<file path="src/include/ptm_pkg.sv">
// ptm_pkg: register map, field positions, modes and reset values of the
// periodic timer.
// assumes byte-wide registers, one per aligned 32-bit wishbone word.
package ptm_pkg;
    // ------------------------------------------------------------
    // register byte addresses
    // ------------------------------------------------------------
    localparam logic [7:0] CTRL_ZERO_ADDR = 8'h00;
    localparam logic [7:0] CTRL_ONE_ADDR = 8'h04;
    localparam logic [7:0] COUNT_LOW_ADDR = 8'h08;
    localparam logic [7:0] COUNT_HIGH_ADDR = 8'h0c;
    localparam logic [7:0] CMPA_LOW_ADDR = 8'h10;
    localparam logic [7:0] CMPA_HIGH_ADDR = 8'h14;
    localparam logic [7:0] PER_LOW_ADDR = 8'h18;
    localparam logic [7:0] PER_HIGH_ADDR = 8'h1c;
    localparam logic [7:0] FLAGS_ADDR = 8'h20;
    localparam logic [7:0] PRESCALE_ADDR = 8'h24;
    // ------------------------------------------------------------
    // field positions
    // ------------------------------------------------------------
    localparam int PAUSE_BIT = 7;
    localparam int ENABLE_BIT = 3;
    localparam int MODE_HI_BIT = 7;
    localparam int MODE_LO_BIT = 6;
    localparam int FUNC_HI_BIT = 5;
    localparam int FUNC_LO_BIT = 4;
    localparam int OCTRL_BIT = 3;
    localparam int POL_BIT = 2;
    localparam int CLRSEL_BIT = 0;
    localparam int FLAG_A_BIT = 0;
    localparam int FLAG_P_BIT = 1;
    // ------------------------------------------------------------
    // reset values and constants
    // ------------------------------------------------------------
    localparam logic [7:0] CTRL_ZERO_RESET = 8'h00;
    localparam logic [7:0] CTRL_ONE_RESET = 8'h00;
    localparam logic [9:0] CMP_RESET = 10'h000;
    localparam logic [7:0] PRESCALE_RESET = 8'h00;
    localparam logic [9:0] COUNT_MAX = 10'h3ff;
    localparam logic [1:0] MODE_COMPARE = 2'h0;
    localparam logic [1:0] MODE_PWM = 2'h2;
    localparam logic [1:0] MODE_TIMER = 2'h3;
    localparam logic [1:0] FUNC_NONE = 2'h0;
    localparam logic [1:0] FUNC_LOW = 2'h1;
    localparam logic [1:0] FUNC_HIGH = 2'h2;
    localparam logic [1:0] FUNC_TOGGLE = 2'h3;
    localparam logic [1:0] FUNC_INACTIVE = 2'h0;
    localparam logic [1:0] FUNC_ACTIVE = 2'h1;
    localparam logic [1:0] FUNC_WAVE = 2'h2;
endpackage

</file>
<file path="src/core/periodic_timer_compare_pwm.sv">
// periodic_timer_compare_pwm: 10-bit periodic timer with compare output,
// plain timer and edge-aligned pwm modes, behind a wishbone slave.
// assumes single clock; timer clock is an enable from a prescaler.
`timescale 1ns/10ps

// Summary of operation
// - compare a held as 10 bits, split bytes
// - period compare held as 10 bits, split bytes
// - high bytes read zero above bit one
// - mode field 00 is compare match output
// - clear select low: clear on period, both flags
// - clear select high: clear on a, a flag only
// - compare a zero: overflow at 3ff, no flag
// - compare mode: pin moves only on a match
// - output function sets high, low, toggle, none
// - enable rising loads initial pin level
// - mode 11 is compare mode without pin
// - pwm: period clears counter, a sets duty
// - period zero gives 1024 clocks
// - duty not below a nonzero period gives full duty
// - pwm raises both flags on matches
// - pwm output control, force, polarity invert
// - pwm counting continues while forced
// - compare function codes 00,01,10,11
// - pwm function codes 00,01,10,11
// - enable rising clears counter, falling holds
// - pause holds count, resumes from it
module periodic_timer_compare_pwm
    import ptm_pkg::*;
(
    input wire logic clk_i,
    input wire logic rst_i,
    input wire logic cyc_i,
    input wire logic stb_i,
    input wire logic we_i,
    input wire logic [7:0] adr_i,
    input wire logic [3:0] sel_i,
    input wire logic [31:0] dat_i,
    output logic [31:0] dat_o,
    output logic ack_o,
    output logic pin_o,
    output logic pin_oe_n_o
);
    typedef struct packed {
        logic [7:0] ctrl_zero;
        logic [7:0] ctrl_one;
        logic [9:0] cmpa;
        logic [9:0] per;
        logic [7:0] prescale;
        logic [9:0] count;
        logic flag_a;
        logic flag_p;
        logic enable_d;
        logic level;
        logic pin;
        logic pin_oe_n;
        logic [31:0] rdata;
    } tmr_s;
    tmr_s st;
    tmr_s next_st;

    logic tick;
    logic wr;
    logic rd;

    // ------------------------------------------------------------
    // bus slave and prescaler
    // ------------------------------------------------------------
    wb_byte_slave u_slave (
        .clk_i(clk_i),
        .rst_i(rst_i),
        .cyc_i(cyc_i),
        .stb_i(stb_i),
        .we_i(we_i),
        .sel_i(sel_i[0]),
        .wr_o(wr),
        .rd_o(rd),
        .ack_o(ack_o)
    );

    tick_divider u_div (
        .clk_i(clk_i),
        .rst_i(rst_i),
        .divisor_i(st.prescale),
        .tick_o(tick)
    );

    function automatic logic [7:0] read_mux(input logic [7:0] a,
                                            input tmr_s s);
        case (a)
            CTRL_ZERO_ADDR: read_mux = s.ctrl_zero & 8'hf8;
            CTRL_ONE_ADDR: read_mux = s.ctrl_one;
            COUNT_LOW_ADDR: read_mux = s.count[7:0];
            COUNT_HIGH_ADDR: read_mux = {6'h00, s.count[9:8]};
            CMPA_LOW_ADDR: read_mux = s.cmpa[7:0];
            CMPA_HIGH_ADDR: read_mux = {6'h00, s.cmpa[9:8]};
            PER_LOW_ADDR: read_mux = s.per[7:0];
            PER_HIGH_ADDR: read_mux = {6'h00, s.per[9:8]};
            FLAGS_ADDR: read_mux = {6'h00, s.flag_p, s.flag_a};
            PRESCALE_ADDR: read_mux = s.prescale;
            default: read_mux = 8'h00;
        endcase
    endfunction

    // ------------------------------------------------------------
    // timer core
    // ------------------------------------------------------------
    logic [1:0] mode;
    logic [1:0] func;
    logic enable;
    logic paused;
    logic enable_rise;
    logic running;
    logic match_a;
    logic match_p;
    logic at_max;
    logic [9:0] per_last;
    logic match_last;
    logic set_a;
    logic set_p;
    logic clear_cnt;
    logic pwm_level;
    logic pwm_pin;
    logic [7:0] wbyte;

    assign mode = {st.ctrl_one[MODE_HI_BIT], st.ctrl_one[MODE_LO_BIT]};
    assign func = {st.ctrl_one[FUNC_HI_BIT], st.ctrl_one[FUNC_LO_BIT]};
    assign enable = st.ctrl_zero[ENABLE_BIT];
    assign paused = st.ctrl_zero[PAUSE_BIT];
    assign enable_rise = enable & ~st.enable_d;
    assign running = enable & ~paused & tick & ~enable_rise;
    assign match_a = st.count == st.cmpa;
    assign match_p = st.count == st.per;
    assign at_max = st.count == COUNT_MAX;
    assign per_last = st.per - 10'h001;
    assign match_last = st.count == per_last;
    assign wbyte = dat_i[7:0];

    always_comb begin
        set_a = 1'b0;
        set_p = 1'b0;
        clear_cnt = 1'b0;
        if (running) begin
            if (mode == MODE_PWM) begin
                // clear select ignored here
                set_a = match_a;
                set_p = match_last;
                // counts 0 to period-1; period zero ends at 3ff
                clear_cnt = match_last;
            end else if (mode == MODE_COMPARE || mode == MODE_TIMER) begin
                if (st.ctrl_one[CLRSEL_BIT]) begin
                    // compare a zero never flags, wraps at max
                    set_a = match_a & (st.cmpa != 10'h000);
                    clear_cnt = set_a | at_max;
                end else begin
                    set_a = match_a & (st.cmpa != 10'h000);
                    set_p = match_p & (st.per != 10'h000);
                    clear_cnt = set_p | at_max;
                end
            end
        end
    end

    // pwm active while count below duty; duty >= nonzero period is full
    always_comb begin
        if (st.cmpa >= st.per && st.per != 10'h000) begin
            pwm_level = 1'b1;
        end else begin
            pwm_level = st.count < st.cmpa;
        end
        case (func)
            FUNC_INACTIVE: pwm_pin = ~st.ctrl_one[OCTRL_BIT];
            FUNC_ACTIVE: pwm_pin = st.ctrl_one[OCTRL_BIT];
            FUNC_WAVE: pwm_pin = pwm_level ~^ st.ctrl_one[OCTRL_BIT];
            default: pwm_pin = ~st.ctrl_one[OCTRL_BIT];
        endcase
    end

    always_comb begin
        next_st = st;
        next_st.enable_d = enable;
        if (enable_rise) begin
            next_st.count = 10'h000;
            next_st.level = st.ctrl_one[OCTRL_BIT];
        end else if (running) begin
            next_st.count = clear_cnt ? 10'h000 : st.count + 10'h001;
        end
        // compare output moves only on an a flag
        if (set_a && mode == MODE_COMPARE && !enable_rise) begin
            case (func)
                FUNC_LOW: next_st.level = 1'b0;
                FUNC_HIGH: next_st.level = 1'b1;
                FUNC_TOGGLE: next_st.level = ~st.level;
                default: next_st.level = st.level;
            endcase
        end
        // flags: set wins over a software clear
        if (wr && adr_i == FLAGS_ADDR) begin
            if (wbyte[FLAG_A_BIT]) next_st.flag_a = 1'b0;
            if (wbyte[FLAG_P_BIT]) next_st.flag_p = 1'b0;
        end
        if (set_a) next_st.flag_a = 1'b1;
        if (set_p) next_st.flag_p = 1'b1;
        // output pin with polarity; released in timer mode
        case (mode)
            MODE_COMPARE: begin
                next_st.pin = next_st.level ^ st.ctrl_one[POL_BIT];
                next_st.pin_oe_n = 1'b0;
            end
            MODE_PWM: begin
                next_st.pin = pwm_pin ^ st.ctrl_one[POL_BIT];
                next_st.pin_oe_n = 1'b0;
            end
            default: begin
                next_st.pin = 1'b0;
                next_st.pin_oe_n = 1'b1;
            end
        endcase
        // register writes
        if (wr) begin
            case (adr_i)
                CTRL_ZERO_ADDR: next_st.ctrl_zero = wbyte & 8'hf8;
                CTRL_ONE_ADDR: next_st.ctrl_one = wbyte;
                CMPA_LOW_ADDR: next_st.cmpa[7:0] = wbyte;
                CMPA_HIGH_ADDR: next_st.cmpa[9:8] = wbyte[1:0];
                PER_LOW_ADDR: next_st.per[7:0] = wbyte;
                PER_HIGH_ADDR: next_st.per[9:8] = wbyte[1:0];
                PRESCALE_ADDR: next_st.prescale = wbyte;
                default: next_st.prescale = next_st.prescale;
            endcase
        end
        if (rd) begin
            next_st.rdata = {24'h000000, read_mux(adr_i, st)};
        end
    end

    always_ff @(posedge clk_i) begin
        if (rst_i) begin
            st <= '0;
            st.ctrl_zero <= CTRL_ZERO_RESET;
            st.ctrl_one <= CTRL_ONE_RESET;
            st.cmpa <= CMP_RESET;
            st.per <= CMP_RESET;
            st.prescale <= PRESCALE_RESET;
            st.pin_oe_n <= 1'b0;
        end else begin
            st <= next_st;
        end
    end

    assign dat_o = st.rdata;
    assign pin_o = st.pin;
    assign pin_oe_n_o = st.pin_oe_n;

    // ------------------------------------------------------------
    // checks
    // ------------------------------------------------------------
    chk_cmpa_high_zero: assert property (@(posedge clk_i)
        disable iff (rst_i) ack_o && $past(adr_i) == CMPA_HIGH_ADDR
        && !$past(we_i) |-> dat_o[7:2] == 6'h00)
        else $error("cmpa high bits not zero");
    chk_enable_clears: assert property (@(posedge clk_i)
        disable iff (rst_i) enable_rise |=> st.count == 10'h000)
        else $error("no clear");
    chk_pause_holds: assert property (@(posedge clk_i)
        disable iff (rst_i) paused && !enable_rise |=> $stable(st.count))
        else $error("count moved in pause");
    chk_clrsel_no_p: assert property (@(posedge clk_i)
        disable iff (rst_i) mode != MODE_PWM && st.ctrl_one[CLRSEL_BIT]
        |-> !set_p) else $error("period flag with clear select");
    chk_zero_a_flag: assert property (@(posedge clk_i)
        disable iff (rst_i) mode == MODE_COMPARE && st.cmpa == 10'h000
        |-> !set_a) else $error("a flag with zero compare");
    chk_pin_on_match: assert property (@(posedge clk_i)
        disable iff (rst_i) mode == MODE_COMPARE
        && $past(mode) == MODE_COMPARE && !set_a && !enable_rise
        && $stable(st.ctrl_one) |=> $stable(st.level))
        else $error("pin moved without match");
    chk_period_wrap: assert property (@(posedge clk_i)
        disable iff (rst_i) running && mode == MODE_PWM
        && st.per == 10'h000 && at_max |=> st.count == 10'h000)
        else $error("no 1024 wrap");
    chk_pwm_full: assert property (@(posedge clk_i)
        disable iff (rst_i) mode == MODE_PWM && st.cmpa >= st.per
        && st.per != 10'h000 |-> pwm_level) else $error("duty not full");
    chk_timer_free: assert property (@(posedge clk_i)
        disable iff (rst_i) mode == MODE_TIMER |=> pin_oe_n_o)
        else $error("pin driven");
    chk_flag_sticky: assert property (@(posedge clk_i)
        disable iff (rst_i) set_p |=> st.flag_p)
        else $error("period flag lost");
    chk_flag_a_sticky: assert property (@(posedge clk_i)
        disable iff (rst_i) set_a |=> st.flag_a)
        else $error("compare a flag lost");
    // ------------------------------------------------------------
    // checks: counter and pin
    // ------------------------------------------------------------
    chk_count_step: assert property (@(posedge clk_i)
        disable iff (rst_i) running && !clear_cnt
        |=> st.count == $past(st.count) + 10'h001)
        else $error("count did not step");
    chk_idle_holds: assert property (@(posedge clk_i)
        disable iff (rst_i) !enable |=> $stable(st.count))
        else $error("count moved while off");
    chk_enable_level: assert property (@(posedge clk_i)
        disable iff (rst_i) enable_rise
        |=> st.level == $past(st.ctrl_one[OCTRL_BIT]))
        else $error("initial level not loaded");
    chk_pwm_clear: assert property (@(posedge clk_i)
        disable iff (rst_i) running && mode == MODE_PWM && match_last
        |=> st.count == 10'h000) else $error("pwm period not cleared");
    chk_clrsel_clear: assert property (@(posedge clk_i)
        disable iff (rst_i) running && mode != MODE_PWM
        && st.ctrl_one[CLRSEL_BIT] && set_a |=> st.count == 10'h000)
        else $error("no clear on compare a");
    chk_period_clear: assert property (@(posedge clk_i)
        disable iff (rst_i) running && mode != MODE_PWM
        && !st.ctrl_one[CLRSEL_BIT] && set_p |=> st.count == 10'h000)
        else $error("no clear on period match");
    chk_zero_a_wrap: assert property (@(posedge clk_i)
        disable iff (rst_i) running && mode == MODE_COMPARE
        && st.cmpa == 10'h000 && at_max |=> st.count == 10'h000)
        else $error("no wrap at maximum");
    chk_match_toggle: assert property (@(posedge clk_i)
        disable iff (rst_i) set_a && mode == MODE_COMPARE
        && func == FUNC_TOGGLE |=> st.level != $past(st.level))
        else $error("no toggle on match");
    chk_match_high: assert property (@(posedge clk_i)
        disable iff (rst_i) set_a && mode == MODE_COMPARE
        && func == FUNC_HIGH |=> st.level)
        else $error("not high on match");
    chk_match_low: assert property (@(posedge clk_i)
        disable iff (rst_i) set_a && mode == MODE_COMPARE
        && func == FUNC_LOW |=> !st.level)
        else $error("not low on match");
    chk_forced_inactive: assert property (@(posedge clk_i)
        disable iff (rst_i) mode == MODE_PWM && func == FUNC_INACTIVE
        |=> pin_o == ($past(st.ctrl_one[OCTRL_BIT])
        ~^ $past(st.ctrl_one[POL_BIT]))) else $error("not inactive");
    chk_forced_active: assert property (@(posedge clk_i)
        disable iff (rst_i) mode == MODE_PWM && func == FUNC_ACTIVE
        |=> pin_o == ($past(st.ctrl_one[OCTRL_BIT])
        ^ $past(st.ctrl_one[POL_BIT]))) else $error("not active");
    chk_forced_counts: assert property (@(posedge clk_i)
        disable iff (rst_i) running && mode == MODE_PWM
        && func != FUNC_WAVE && !clear_cnt
        |=> st.count != $past(st.count)) else $error("forced pwm stopped");
    chk_wave_full: assert property (@(posedge clk_i)
        disable iff (rst_i) mode == MODE_PWM && func == FUNC_WAVE
        && st.cmpa >= st.per && st.per != 10'h000
        |=> pin_o == ($past(st.ctrl_one[OCTRL_BIT])
        ^ $past(st.ctrl_one[POL_BIT]))) else $error("full duty not active");
    chk_compare_drives: assert property (@(posedge clk_i)
        disable iff (rst_i) mode == MODE_COMPARE |=> !pin_oe_n_o)
        else $error("compare pin not driven");
endmodule

</file>
<file path="src/core/tick_divider.sv">
// tick_divider: one-cycle timer clock enable every (divisor+1) cycles.
// assumes divisor is stable software state.
`timescale 1ns/10ps
module tick_divider
    import ptm_pkg::*;
(
    input wire logic clk_i,
    input wire logic rst_i,
    input wire logic [7:0] divisor_i,
    output logic tick_o
);
    typedef struct packed {
        logic [7:0] cnt;
        logic tick;
    } div_s;
    div_s st;
    div_s next_st;

    always_comb begin
        next_st = st;
        next_st.tick = 1'b0;
        if (st.cnt >= divisor_i) begin
            next_st.cnt = 8'h00;
            next_st.tick = 1'b1;
        end else begin
            next_st.cnt = st.cnt + 8'h01;
        end
    end

    always_ff @(posedge clk_i) begin
        if (rst_i) begin
            st <= '0;
        end else begin
            st <= next_st;
        end
    end

    assign tick_o = st.tick;
endmodule

</file>
<file path="src/core/wb_byte_slave.sv">
// wb_byte_slave: classic wishbone handshake, one wait state, ack pulse.
// assumes a master that holds its request until ack.
`timescale 1ns/10ps
module wb_byte_slave
    import ptm_pkg::*;
(
    input wire logic clk_i,
    input wire logic rst_i,
    input wire logic cyc_i,
    input wire logic stb_i,
    input wire logic we_i,
    input wire logic sel_i,
    output logic wr_o,
    output logic rd_o,
    output logic ack_o
);
    typedef struct packed {
        logic ack;
    } slv_s;
    slv_s st;
    slv_s next_st;

    always_comb begin
        next_st.ack = cyc_i & stb_i & ~st.ack;
    end

    always_ff @(posedge clk_i) begin
        if (rst_i) begin
            st <= '0;
        end else begin
            st <= next_st;
        end
    end

    // strobes fire in the cycle that ack is set, once per access
    assign wr_o = next_st.ack & we_i & sel_i;
    assign rd_o = next_st.ack & ~we_i;
    assign ack_o = st.ack;
endmodule

</file>
<file path="config.mk">
export PLATFORM = sky130hd
export DESIGN_NAME = periodic_timer_compare_pwm
export DESIGN_NICKNAME = d
export VERILOG_FILES = /design/src/include/ptm_pkg.sv /design/src/core/periodic_timer_compare_pwm.sv /design/src/core/tick_divider.sv /design/src/core/wb_byte_slave.sv
export SDC_FILE = /design/constraint.sdc
export NUM_CORES = 1
export LEC_CHECK = 0
export ABC_AREA = 1
export BUFFER_PORTS_ARGS = -buffer_cell sky130_fd_sc_hd__clkbuf_2
export CAP_MARGIN = 20
export CORE_MARGIN = 4
export CORE_UTILIZATION = 61
export CTS_CLUSTER_DIAMETER = 50
export DETAILED_ROUTE_END_ITERATION = 12
export PLACE_DENSITY = 0.86
export SLEW_MARGIN = 30
export SYNTH_ARGS = -nofsm -noshare
export SYNTH_HDL_FRONTEND = slang
export SYNTH_SLANG_ARGS = --single-unit
</file>
<file path="constraint.sdc">
create_clock -name clk_i -period 3.07 [get_ports clk_i]
set_input_delay 0.307 -clock clk_i [delete_from_list [all_inputs] [get_ports clk_i]]
set_output_delay 0.307 -clock clk_i [all_outputs]
set_load 0.005 [all_outputs]
</file>
==> results.ini <==
[yosys]
synthCells=650
synth_seq_cells=75
yosysWarnings=0
synth_area_per_cell_um2=7.22
synth-edff-count=0
yosysSeqAreaShare_pct=32.0
synthDistinctLibCells=43
async_flop_share_pct=0
synth_ff_type=dfxtp_1
netlist_area_mm2=0.00469

[hold_path]
hold_path_depth=5
holdPathEnd=u_slave.ack_o
hold_path_startpoint=stb_i
min_path_type=in -> reg

[run]
maxCapViolCount=0

[power]
finalPower_uw=1950
leakagePower_uw=0.00218
power.density_mw_per_mm2=391
vdd_drop_max_mv=0.285

[sta]
max_slew_margin_pct=58.1
setup_violations=0
period_share_pct=68.4
setup_tns_ps=0
fin_ws_ps=970
worst_slew_pin_slew_ps=627
finalClockSkew_ps=7.06
hold_viol=0
slew_violations=0
rsz0062_at_grt=false
fmax_mhz=476
layout_min_cycle_time_ps=2100

[clocking]
htreeDepth=3
cts_made_buffers=9
root_buffer=clkbuf_8
ctsResizeCount=0
ctsHoldBuffers=0
cts.path.max_buffers=2
cts_setup_buffers=0
clk_pin_slew_ps=80
cts_tree=yes
cts.sinks=75
insertion_delay_ps=360

[placed_design]
pre_cts_ws_ps=1020
dp_hpwl_um=9540
port_buffers=32
place_congestion=1.06

[worst_setup_path]
path_class=reg -> reg
critPathArrivalTime_ps=2390
rr_worst_depth=12
required_ps=3360
worstPathCellList=inv_1 -> ha_1 -> nand2_1 -> nor2_1 -> nand2_1 -> nor3_2 -> nand3_1 -> o21ai_1 -> nand2_1 -> nand2_1 -> nand2_1 -> a21oi_1
crit_fanout=5
cp_common_cell=nand2_1
regToRegSetupSlack_ps=970
cp-end-kind=flip-flop
start_kind=flip-flop
slowest_delay_ps=420
rr_startpoint=st[75]
critPathLaunch=st[75]
worst_r2r_endpoint=pin_o
cpMaxStageDelayCell=dfxtp_1

[routing]
wl_per_cell_um=16.0
routed_wl_um=12400
num_vias=4436
drt_iter0_drc=364
first_pass_iters=5
viasPerCell=5.72
ant_nets=0
post-route-drc-count=0

[grt]
grt_first_pass_wirelength_um=19900
overflow=0
grt_pass1_vias=4155
grt_usage_pct=28.5
grt_max_degree=44
antenna_found_initial=0

[cells_and_area]
drive_above_1_share_pct=12.9
nets=757
area_growth_pct=6.48
diodes=0

[die]
start_util_pct=63.7
die_w_um=95.7
die-height_um=95.7
die_area_mm2=0.00916
placementRows=31
io_pins=84
core_mm2=0.00737

[outcome]
outcome=finished clean

worst max-delay path by stage:
| stage | endpoint | slack [ps] | cells after the start |
|---|---|---|---|
| after global routing | pin_o | 850 | 12 |
| after floorplan | pin_o | 1370 | 12 |
| after detailed placement | pin_o | 1020 | 12 |
| final | pin_o | 970 | 12 |
| after CTS | pin_o | 990 | 12 |
| after global placement | pin_o | 1100 | 12 |
cell type report:
cell class / count / area (um2)
Clock buffer: 9 / 124
Clock inverter: 5 / 104
Fill cell: 642 / 2370
Inverter: 89 / 334
Multi-Input combinational cell: 466 / 2650
Sequential cell: 75 / 1500
Tap cell: 99 / 124
Timing Repair Buffer: 32 / 160
Yosys cell counts (2+ instances only):
master      n  share of area [%]
a21o_1      2               0.32
a21oi_1    65                6.9
a31oi_1     2               0.27
buf_2       4               0.43
buf_4      32                5.1
clkbuf_1    5               0.40
dfxtp_1    75                 32
ha_1       35                9.3
inv_1      80                6.4
inv_2       9               0.72
nand2_1    99                7.9
nand2_2     5               0.67
nand3_1    24                2.6
nand3_2     2               0.43
nand4_1     9                1.2
nor2_1     58                4.6
nor2_2     10                1.3
nor3_1      5               0.53
nor3_2      7                1.5
nor3_4      2               0.69
nor3b_1     2               0.32
o2111ai_1   2               0.37
o211ai_1    3               0.48
o21ai_0    51                5.4
o21ai_1     9               0.96
o22ai_1    12                1.6
o31ai_1     4               0.64
xnor2_1    11                2.1
xor2_1     12                2.2
sequential cells by signal (all words and copies together), names as in the netlist:
signal / cells
paused: 1
dat_o: 8
u_slave.ack_o: 1
enable: 1
func: 2
mode: 2
u_div.tick_o: 1
pin_o: 1
pin_oe_n_o: 1
u_div.st: 8
st: 49
placed cells by master, fill, tap and decap left out, types with 4 or more instances in the layout:
cell type / instances
dfxtp_1: 75
inv_2: 10
clkbuf_2: 32
clkbuf_8: 9
nor3_1: 5
xnor2_1: 11
nand3_1: 24
nor2_2: 10
nor2_1: 58
xor2_1: 12
nand4_1: 9
a21oi_1: 65
o21ai_1: 9
o22ai_1: 12
inv_1: 79
o31ai_1: 4
ha_1: 35
o21ai_0: 51
nor3_2: 7
conb_1: 24
nand2_2: 5
nand2_1: 99
metal layers:
layer  vias up  global-route usage [%]  share of wire, %
met5         -                       0                 0
met4         0                    14.6               4.8
met3        48                    4.93               8.4
met2       223                    46.1                46
met1      2031                    36.3                41
li1       2134                       -                 -
per-stage QoR:
step | instances | utilization (%) | hold WS [ps] | instance area, um2
final | 775 | 67.8 | 268 | 5000
after detailed placement | 761 | 64.7 | 454 | 4770
after floorplan | 673 | - | 437 | 4780
after global routing | 775 | 67.8 | 312 | 5000
after global placement | 761 | 64.7 | 455 | 4770
after CTS | 775 | 67.8 | 264 | 5000
worst max-delay path, delay by kind of cell (launching register included):
family	cells	cell delay, ps
AO/OA/AOI/OAI	2	320
AND/OR/NAND/NOR	8	930
adder cells (fa/ha/maj)	1	290
flip-flops	1	420
buffers and inverters	1	70
cell families (layout without fill, tap and decap cells):
kind of cell,after synthesis,count (layout),share of synthesized area (%)
XOR/XNOR,23,23,4.29
other,1,24,0.0799
AO/OA/AOI/OAI,154,154,17.7
buffers and inverters,132,135,13.4
AND/OR/NAND/NOR,230,230,23.2
flip-flops,75,75,32.0
adder cells (fa/ha/maj),35,35,9.33
where the power goes:
group,total [uW],internal [uW],switching [uW]
Clock,901,531,370
Sequential,974,973,0.648
Combinational,79.6,20.7,58.9
Total,1950,1520,430
(Power assumes the default switching activity.)
